### src/rtl/pmce_pkg.sv
// Shared constants and types for the power-up mode and configuration emulation block.
package pmce_pkg;

  // Start-up modes, fixed when the design is built.
  typedef enum logic [1:0] {
    PMCE_MODE_INSTANT = 2'h0,
    PMCE_MODE_DELAYED = 2'h1,
    PMCE_MODE_EMULATE = 2'h2
  } pmce_mode_type;

  // Sequencer states.
  typedef enum logic [1:0] {
    PMCE_ST_CLEAR = 2'h0,
    PMCE_ST_HOLD = 2'h1,
    PMCE_ST_EMUL = 2'h2,
    PMCE_ST_RUN = 2'h3
  } pmce_state_type;

  // Core clock rate in hertz (25 MHz).
  localparam int unsigned PMCE_CLK_HZ = 32'h017D_7840;
  // Nominal reset hold of the delayed mode, in milliseconds.
  localparam int unsigned PMCE_HOLD_TIME_MS = 50;
  // Hold length in core cycles, derived from the time and the clock rate.
  localparam int unsigned PMCE_HOLD_CYCLES = (PMCE_CLK_HZ / 1000) * PMCE_HOLD_TIME_MS;
  // Length of the internal power-on clear, in core cycles.
  localparam logic [7:0] PMCE_CLEAR_CYCLES = 8'h10;
  // Configuration clock edges that a full load would take.
  localparam int unsigned PMCE_LOAD_CLOCKS = 32'h0000_1000;
  // Embedded memory block geometry.
  localparam int unsigned PMCE_MEM_AW = 32'h8;
  localparam int unsigned PMCE_MEM_DW = 32'h8;
  // Seed that shapes the fixed ROM contents.
  localparam logic [7:0] PMCE_ROM_SEED = 8'hA5;
  // Reset value of every synchroniser stage.
  localparam logic PMCE_SYNC_RESET = 1'h0;

endpackage

### src/rtl/pmce_sync.sv
// Two-stage synchroniser for pins that arrive from outside the clock domain.
`timescale 1ns/10ps
module pmce_sync #(
  parameter int unsigned WIDTH = 1
) (
  // Clock and reset.
  input wire logic clk_i,
  input wire logic rst_n_i,
  // Raw pin levels and their synchronised copies.
  input wire logic [WIDTH-1:0] async_i,
  output logic [WIDTH-1:0] sync_o
);
  import pmce_pkg::*;

  // First stage; read only by the second stage to keep metastability contained.
  logic [WIDTH-1:0] meta_reg;

  // Both stages reset to a constant and then shift the pin level in.
  always_ff @(posedge clk_i or negedge rst_n_i) begin
    if (!rst_n_i) begin
      meta_reg <= {WIDTH{PMCE_SYNC_RESET}};
      sync_o <= {WIDTH{PMCE_SYNC_RESET}};
    end else begin
      meta_reg <= async_i;
      sync_o <= meta_reg;
    end
  end

endmodule

### src/rtl/pmce_mem.sv
// Embedded memory block: a RAM with no preload and a ROM with fixed contents.
`timescale 1ns/10ps
module pmce_mem #(
  parameter int unsigned AW = pmce_pkg::PMCE_MEM_AW,
  parameter int unsigned DW = pmce_pkg::PMCE_MEM_DW
) (
  // Clock and reset.
  input wire logic clk_i,
  input wire logic rst_n_i,
  // RAM port.
  input wire logic ram_we_i,
  input wire logic [AW-1:0] ram_addr_i,
  input wire logic [DW-1:0] ram_wdata_i,
  output logic [DW-1:0] ram_rdata_o,
  // ROM port.
  input wire logic [AW-1:0] rom_addr_i,
  output logic [DW-1:0] rom_rdata_o
);
  import pmce_pkg::*;

  // RAM array; deliberately neither reset nor initialised.
  logic [DW-1:0] ram_mem [0:(1<<AW)-1];

  // Fixed ROM contents, built from the address so no image file is needed.
  function automatic logic [DW-1:0] rom_word(input logic [AW-1:0] addr);
    logic [DW-1:0] word;
    word = DW'(addr) ^ DW'(PMCE_ROM_SEED);
    return word;
  endfunction

  // RAM write and registered read; contents start undefined after power-up.
  always_ff @(posedge clk_i) begin
    if (ram_we_i) begin
      ram_mem[ram_addr_i] <= ram_wdata_i;
    end
    ram_rdata_o <= ram_mem[ram_addr_i];
  end

  // ROM read register; valid from the first edge, the data need no load.
  always_ff @(posedge clk_i or negedge rst_n_i) begin
    if (!rst_n_i) begin
      rom_rdata_o <= '0;
    end else begin
      rom_rdata_o <= rom_word(rom_addr_i);
    end
  end
endmodule

### src/rtl/pmce_top.sv
// Power-up sequencer with instant, delayed and configuration-emulation start-up.
`timescale 1ns/10ps
module pmce_top #(
  parameter pmce_pkg::pmce_mode_type START_MODE = pmce_pkg::PMCE_MODE_INSTANT,
  parameter int unsigned HOLD_CYCLES = pmce_pkg::PMCE_HOLD_CYCLES,
  parameter int unsigned LOAD_CLOCKS = pmce_pkg::PMCE_LOAD_CLOCKS,
  parameter int unsigned AW = pmce_pkg::PMCE_MEM_AW,
  parameter int unsigned DW = pmce_pkg::PMCE_MEM_DW
) (
  // Clock and power-on reset.
  input wire logic clk_i,
  input wire logic rst_n_i,
  // Configuration pins driven by the host in emulation mode.
  input wire logic cfg_reload_n_i,
  input wire logic cfg_clk_i,
  input wire logic cfg_data_i,
  // Open-drain completion pin, split into level and enable.
  output logic config_complete_out_o,
  output logic config_complete_out_oe_o,
  // Reset and status for the user logic.
  output logic user_rst_n_o,
  output logic [1:0] seq_state_o,
  output logic cfg_parity_o,
  // Embedded memory block, RAM side.
  input wire logic ram_we_i,
  input wire logic [AW-1:0] ram_addr_i,
  input wire logic [DW-1:0] ram_wdata_i,
  output logic [DW-1:0] ram_rdata_o,
  // Embedded memory block, ROM side.
  input wire logic [AW-1:0] rom_addr_i,
  output logic [DW-1:0] rom_rdata_o
);
  import pmce_pkg::*;

  // Sequencer state and its next value.
  pmce_state_type state_reg;
  pmce_state_type state_next;
  // Power-on clear counter.
  logic [7:0] clear_cnt_reg;
  // Delayed-mode hold counter.
  logic [31:0] hold_cnt_reg;
  // Configuration clock edges seen in the current emulated load.
  logic [31:0] load_cnt_reg;
  // Synchronised configuration pins.
  logic [2:0] cfg_sync;
  logic cfg_reload_n;
  logic cfg_clk;
  logic cfg_data;
  // Previous synchronised clock level, for edge detection.
  logic cfg_clk_prev_reg;
  // Rising edge of the configuration clock while a load is allowed.
  logic cfg_edge;
  // Running parity of the emulated bitstream.
  logic cfg_parity_reg;
  // End markers of each phase.
  logic clear_done;
  logic hold_done;
  logic load_done;

  // The configuration pins are asynchronous, so they pass two flops first.
  pmce_sync #(
    .WIDTH(3)
  ) u_cfg_sync (
    .clk_i(clk_i),
    .rst_n_i(rst_n_i),
    .async_i({cfg_reload_n_i, cfg_clk_i, cfg_data_i}),
    .sync_o(cfg_sync)
  );

  // Unpack the synchronised pins.
  assign cfg_reload_n = cfg_sync[2];
  assign cfg_clk = cfg_sync[1];
  assign cfg_data = cfg_sync[0];

  // A load clock counts only while the host is not holding reload low.
  assign cfg_edge = cfg_clk && !cfg_clk_prev_reg && cfg_reload_n;

  // Phase end conditions; the clear and hold counters stop at these values, the load counter one past its value.
  assign clear_done = clear_cnt_reg == PMCE_CLEAR_CYCLES - 8'h01;
  assign hold_done = hold_cnt_reg == 32'(HOLD_CYCLES - 1);
  assign load_done = cfg_edge && (load_cnt_reg == 32'(LOAD_CLOCKS - 1));

  // Next-state logic; the mode is a build parameter, so the path never changes.
  always_comb begin
    state_next = state_reg;
    unique case (state_reg)
      PMCE_ST_CLEAR: begin
        // Leave the clear in the way the build mode dictates.
        if (clear_done) begin
          unique case (START_MODE)
            PMCE_MODE_DELAYED: state_next = PMCE_ST_HOLD;
            PMCE_MODE_EMULATE: state_next = PMCE_ST_EMUL;
            default: state_next = PMCE_ST_RUN;
          endcase
        end
      end
      PMCE_ST_HOLD: begin
        // Extra reset hold, timed by the core clock alone.
        if (hold_done) begin
          state_next = PMCE_ST_RUN;
        end
      end
      PMCE_ST_EMUL: begin
        // Wait for the full number of load clocks from the host.
        if (load_done) begin
          state_next = PMCE_ST_RUN;
        end
      end
      PMCE_ST_RUN: begin
        // Stay operational until the next power-on reset.
        state_next = PMCE_ST_RUN;
      end
    endcase
  end

  // State register.
  always_ff @(posedge clk_i or negedge rst_n_i) begin
    if (!rst_n_i) begin
      state_reg <= PMCE_ST_CLEAR;
    end else begin
      state_reg <= state_next;
    end
  end

  // Power-on clear timer, started by the release of the chip reset.
  always_ff @(posedge clk_i or negedge rst_n_i) begin
    if (!rst_n_i) begin
      clear_cnt_reg <= 8'h00;
    end else if (state_reg == PMCE_ST_CLEAR && !clear_done) begin
      clear_cnt_reg <= clear_cnt_reg + 8'h01;
    end
  end

  // Hold timer; it needs no configuration pin to advance.
  always_ff @(posedge clk_i or negedge rst_n_i) begin
    if (!rst_n_i) begin
      hold_cnt_reg <= 32'h0000_0000;
    end else if (state_reg == PMCE_ST_HOLD && !hold_done) begin
      hold_cnt_reg <= hold_cnt_reg + 32'h0000_0001;
    end
  end

  // Load clock counter; reload low from the host restarts the emulated load.
  // A host that stops mid-load leaves the count where it stood; only reload low
  // starts it again, so a cut load never completes by itself.
  always_ff @(posedge clk_i or negedge rst_n_i) begin
    if (!rst_n_i) begin
      load_cnt_reg <= 32'h0000_0000;
    end else if (state_reg == PMCE_ST_EMUL) begin
      if (!cfg_reload_n) begin
        load_cnt_reg <= 32'h0000_0000;
      end else if (cfg_edge) begin
        load_cnt_reg <= load_cnt_reg + 32'h0000_0001;
      end
    end
  end

  // Edge detector memory, fed from the second synchroniser stage.
  always_ff @(posedge clk_i or negedge rst_n_i) begin
    if (!rst_n_i) begin
      cfg_clk_prev_reg <= 1'h0;
    end else begin
      cfg_clk_prev_reg <= cfg_clk;
    end
  end

  // Bitstream parity, so the data pin is consumed as a real load would.
  always_ff @(posedge clk_i or negedge rst_n_i) begin
    if (!rst_n_i) begin
      cfg_parity_reg <= 1'h0;
    end else if (state_reg == PMCE_ST_EMUL) begin
      if (!cfg_reload_n) begin
        cfg_parity_reg <= 1'h0;
      end else if (cfg_edge) begin
        cfg_parity_reg <= cfg_parity_reg ^ cfg_data;
      end
    end
  end

  // Completion pin: pulled low until running, then released. Being open drain,
  // the level is always zero and only the enable moves.
  assign config_complete_out_o = 1'b0;
  assign config_complete_out_oe_o = state_reg != PMCE_ST_RUN;

  // User logic stays in reset through every start-up phase.
  assign user_rst_n_o = state_reg == PMCE_ST_RUN;

  // Status outputs straight from registers.
  assign seq_state_o = state_reg;
  assign cfg_parity_o = cfg_parity_reg;

  // Embedded memory; writes are blocked while the user logic is in reset.
  pmce_mem #(
    .AW(AW),
    .DW(DW)
  ) u_mem (
    .clk_i(clk_i),
    .rst_n_i(rst_n_i),
    .ram_we_i(ram_we_i && user_rst_n_o),
    .ram_addr_i(ram_addr_i),
    .ram_wdata_i(ram_wdata_i),
    .ram_rdata_o(ram_rdata_o),
    .rom_addr_i(rom_addr_i),
    .rom_rdata_o(rom_rdata_o)
  );

  // Helper: core cycles since reset release, saturating, read only by checks.
  logic [31:0] age_reg;
  always_ff @(posedge clk_i or negedge rst_n_i) begin
    if (!rst_n_i) begin
      age_reg <= 32'h0000_0000;
    end else if (age_reg != 32'hFFFF_FFFF) begin
      age_reg <= age_reg + 32'h0000_0001;
    end
  end

  // Number of cycles until the run state in the pin-free modes.
  localparam int unsigned CLEAR_LEN = int'(PMCE_CLEAR_CYCLES);
  localparam int unsigned DELAY_LEN = CLEAR_LEN + HOLD_CYCLES;
endmodule

### config.mk
export PLATFORM = sky130hd
export DESIGN_NAME = pmce_top
export DESIGN_NICKNAME = d
export VERILOG_FILES = /design/src/rtl/pmce_pkg.sv /design/src/rtl/pmce_sync.sv /design/src/rtl/pmce_mem.sv /design/src/rtl/pmce_top.sv
export SDC_FILE = /design/constraint.sdc
export NUM_CORES = 2
export LEC_CHECK = 0
export BUFFER_PORTS_ARGS = -buffer_cell sky130_fd_sc_hd__buf_2
export CORE_MARGIN = 4
export CORE_UTILIZATION = 32
export DETAILED_ROUTE_END_ITERATION = 6
export MAX_ROUTING_LAYER = met4
export PLACE_DENSITY = 0.52
export SYNTH_ARGS = -nofsm -noshare
export SYNTH_HDL_FRONTEND = slang
export SYNTH_SLANG_ARGS = --single-unit
### constraint.sdc
create_clock -name clk_i -period 1.95 [get_ports clk_i]
set_clock_uncertainty 0.05 [all_clocks]
set_input_delay 0.195 -clock clk_i [delete_from_list [all_inputs] [get_ports clk_i]]
set_output_delay 0.195 -clock clk_i [all_outputs]
set_load 0.02 [all_outputs]
=== Word-level counts from Yosys, hierarchy flattened ===
Memory sizes are Yosys's and may differ from the RTL's. A register that Yosys moved wholly into a read port is not among the register bits.
Cells that the tools add are included.

* $add $sub $neg: 3
* Equality and inequality tests: 11
* Multiplexer cells: 10
* Bitwise logic cells: 2
* Reduce and logical (&&, ||, !) cells: 12

{| class="wikitable"
|+ Operators with widths
! operator !! count
|-
| 32-bit by 1-bit adder with 32-bit output, second input constant || 2
|-
| 32-bit 2-to-1 mux || 2
|-
| 32-bit by 12-bit == test with 1-bit output, second input constant || 1
|-
| 32-bit by 21-bit == test with 1-bit output, second input constant || 1
|-
| 2-bit != test, second input constant || 5
|-
| 8-bit by 1-bit adder with 8-bit output, second input constant || 1
|-
| 8-bit by 4-bit == test with 1-bit output, second input constant || 1
|-
| 2-bit one-hot mux with 4 select lines || 1
|-
| 1-bit logical AND || 6
|-
| 2-bit 2-to-1 mux || 3
|-
| 2-bit == test, second input constant || 2
|-
| 1-bit 2-to-1 mux || 4
|-
| 4-bit inverter || 1
|-
| 1-bit logical NOT || 3
|-
| 3-bit AND reduction || 1
|-
| 2-bit by 1-bit == test with 1-bit output, second input constant || 1
|-
| 2-bit logical NOT || 1
|-
| 2-bit AND reduction || 1
|-
| 1-bit bitwise XOR || 1
|}

* Flip-flop bits (word level): 90
* RAM bits: 2048
* Output and inout bits: 22
* Logic and storage cells: 48
* Memories kept: 1

{| class="wikitable"
|+ Memory list
! name !! depth !! width !! rd ports !! clocked after memory_dff !! write ports !! RTL line !! source
|-
| u_mem.ram_mem || 256 || 8 || 1 || 1 || 1 || pmce_mem.sv:22 || <nowiki>logic [DW-1:0] ram_mem [0:(1<<AW)-1];</nowiki>
|}

=== Longest topological paths before layout ===
* Depth after elaboration: 6
* Gate-level depth with buffers: 8

=== Modules after synthesis ===
A second synthesis with hierarchy kept.

* Cells, all modules: 3599
* Area, all modules: 79175.9 sq um

{| class="wikitable"
|+ By module, submodules not included
! module !! instances !! cells an instance !! area each (sq um)
|-
| pmce_mem || 1 || 3559 || 78705.5
|-
| pmce_top || 1 || 40 || 470.5
|}

=== Least setup slack after synthesis ===
Ideal clock, no wire load.

* Path kind: input -> register
* Start point: input port ram_addr_i[0]
* End point: memory u_mem.ram_mem[117][0] (netlist name) (enable)
* Setup time: 370 ps
* Arrival time: 1983 ps
* Path slack: -453 ps
* Stages: 8
* Path buffers: 4
* Cells stage by stage: buf_2 > buf_2 > buf_2 > nand3_1 > nor2_1 > nand2_1 > clkbuf_1 > nor2_1

{| class="wikitable"
|+ RTL lines
! element !! RTL line !! source
|-
| start: declaration || pmce_top.sv:26 || <nowiki>input wire logic [AW-1:0] ram_addr_i,</nowiki>
|-
| end: declaration || pmce_mem.sv:22 ||
|}

Straight into the memory's write port.

==> flow_metrics.py <==
metrics = {
    "critical_path": {
        "worstReg2RegStart": "u_mem.ram_mem[59][3]",
        "critPathSlowestCell": "o41ai_4",
        "critPathMaxFanout": 1,
        "worstPathCellList": "mux4_2 > a22oi_2 > a21oi_2 > o41ai_4 > buf_4 > nand4_1",
        "cp.required_ns": 2.61,
        "path_class": "flop to flop",
        "arrival_ns": 3.05,
        "worst_r2r_path_depth": 6,
        "r2r_slack_ns": -0.44,
        "slowest_delay_ns": 0.58,
        "startpoint": "u_mem.ram_mem[59][3]",
        "cp-end-kind": "flop",
        "crit_path_start_kind": "flop",
    },
    "run_status": {
        "violations": "setup timing",
        "outcome": "finished, violations left",
    },
    "placement": {
        "gp_congestion": 0.829,
        "io_buffer_count": 46,
        "dp_hpwl_um": 139000,
    },
    "sta": {
        "slew_headroom_pct": 48.6,
        "rsz0062_at_grt": "yes",
        "finalSetupViolations": 9,
        "worst_hold_slack_ns": 0.177,
        "tns_ns": -1.92,
        "setup_ws_ns": -0.437,
        "fin_crit_ns": 2.39,
        "worstMarginPinSlew_ns": 0.771,
        "finalHoldViolCount": 0,
        "min_period_over_period_pct": 122,
        "fmax_ghz": 0.419,
        "drv_slew": 0,
    },
    "hold_path": {
        "hold_path.class": "input port to flop",
        "min_from": "ram_addr_i[4]",
        "hold_path_depth": 5,
    },
    "route": {
        "vias": 40100,
        "first_pass_iters": 5,
        "wirelength_um": 216000,
        "antenna_left": 0,
        "drt-wirelength-per-cell_um": 27.8,
        "viasPerCell": 5.17,
        "route.detailed.drc": 0,
        "drtIter0Drc": 3953,
    },
    "cts": {
        "htreeDepth": 4,
        "cts_buffers": 219,
        "clk_latency_ns": 0.84,
        "clock_tree.root_cell": "clkbuf_16",
        "clk_pin_slew_ns": 0.06,
        "cts_tree": "yes",
        "cts_num_sinks": 2073,
        "cts.path.max_buffers": 3,
    },
    "die": {
        "chipWidth_um": 504,
        "core-area_sq_um": 244000,
        "fp.dieH_um": 504,
        "row_count": 181,
        "die-area_sq_um": 254000,
        "num_io_pins": 52,
        "start_util_pct": 32.3,
    },
    "finish": {
        "nFillCells": 21400,
        "multi_input_area_sq_um": 17800,
        "fin_nets": 4387,
        "regArea_sq_um": 62100,
        "post_route_cells_drive_above_1_share_pct": 42.5,
        "final_common_cell": "edfxtp_1",
        "final_cell_mix": "edfxtp_1, mux4_2, buf_4, buf_12, clkbuf_16",
        "largest-register": "u_mem.ram_mem",
        "largest_reg_flops": 2048,
        "syn_to_final_growth_pct": 26.6,
        "fin_util_pct": 40.9,
    },
    "pwr": {
        "p_comb_share_pct": 5.7,
        "p_sw_share_pct": 21.8,
        "p_per_area_nw_per_um2": 957,
        "clkPwrFrac_pct": 43.0,
        "ir_drop_mv": 0.835,
        "p_sw_mw": 20.8,
        "seqPwrFrac_pct": 51.4,
        "leakagePower_nw": 31.5,
        "internal_power_mw": 74.8,
    },
    "logic_synthesis": {
        "syn_area_per_cell_sq_um": 22.1,
        "synthFlopType": "edfxtp_1",
        "syn_area_sq_um": 78900,
        "synthArstFlopShare_pct": 0.820,
        "syn_inst": 3572,
        "yosys_warnings": 0,
        "synth-seq-area-share_pct": 78.7,
        "netlist-cell-type-count": 31,
        "ys_seq_elements": 2073,
        "synth_edf_count": 2048,
    },
    "flow_run": {
        "cap_violations": 0,
    },
    "global_route": {
        "grt_pass1_wl_um": 310000,
        "grt.overflow.total": 0,
        "grt_max_degree": 121,
        "grt_pass1_vias": 41300,
        "antenna_found_initial": 9,
        "grt_use_total_pct": 17.2,
    },
}
-- power groups by stage --
stage	clock [mW]	sequential, mW	combinational (mW)
final	41.1	49.1	5.41
after global routing	44.0	49.1	5.72
after CTS	42.0	49.1	5.44
after detailed placement	0	50.1	5.17
after global placement	0	50.1	5.13
after floorplan	0	50.0	2.16
-- cell type report --
| class | count | share of cell area [%] |
|---|---|---|
| Multi-Input combinational cell | 1265 | 17.8 |
| Inverter | 7 | 0.0263 |
| Antenna cell | 2 | 0.00501 |
| Tap cell | 3202 | 4.01 |
| Clock inverter | 137 | 1.35 |
| Clock buffer | 271 | 5.77 |
| Sequential cell | 2073 | 62.2 |
| Timing Repair Buffer | 790 | 8.87 |
-- synth_stat cells (15+ instances only) --
library cell  count  area (sq um)
clkbuf_1        150           563
buf_4            16           120
edfxtp_1       2048         61500
buf_2            44           220
buf_1            15          56.3
mux4_2          512         11500
nor2_1          261           980
dfrtp_1          17           425
a21oi_1         128           641
a22oi_1         256          1920
o41ai_1          32           280
nand2_1          31           116
-- layer usage --
metal,vias to the layer above,global-route usage (%),wire length (um)
met4,0,3.69,4290
met2,1248,27.1,105000
met3,266,2.32,11400
met1,21800,24.1,95100
met5,-,-,0
li1,16800,-,-
-- what timing repair did --
action / CTS / global route
endpoints found under the hold margin: 1701 / 0
setup endpoints to repair: 552 / 554
buffers inserted: 2 / 0
cloned: 0 / 1
gates resized for setup: 165 / 78
hold buffers: 28 / 0
pin swaps: 63 / 31
-- critical path: cells and delay by family (launching register included) --
kind	cells	cell delay [ns]
AOI/OAI and AO/OA	3	0.97
buffers and inverters	1	0.23
DFF	1	0.36
muxes	1	0.54
and+or+nand+nor	1	0.09
-- path summary, 6_finish.rpt --
| path | end |
|---|---|
| min reg2reg | clear_cnt_reg[7] |
| max in group asynchronous | seq_state_o[0] |
| min | u_mem.ram_mem[125][1] |
| min in group asynchronous | clear_cnt_reg[0] |
| max | u_mem.ram_rdata_o[3] |
| max reg2reg | u_mem.ram_rdata_o[3] |
-- metrics by stage --
stage	setup WS, ns	cells	power, mW	area (sq um)
2_1_floorplan	-0.400	3573	52.2	79700
3_3_place_gp	-1.83	7306	55.2	91200
3_5_place_dp	-1.83	7306	55.2	91200
4_1_cts	-0.415	7744	96.5	99500
5_1_grt	-0.473	7747	98.8	99900
6_report	-0.437	7747	95.6	99900
-- cells by family after synthesis --
logic type / Yosys count / share of synthesized area [%]
buf+inv: 235 / 1.29
flops: 2073 / 78.7
xor+xnor: 7 / 0.0777
mux: 513 / 14.6
simple gates: 325 / 1.64
fa+ha+maj: 1 / 0.0159
compound gates: 417 / 3.62
other cells: 1 / 0.00475
Note: power is estimated with default switching activity, not from simulation.
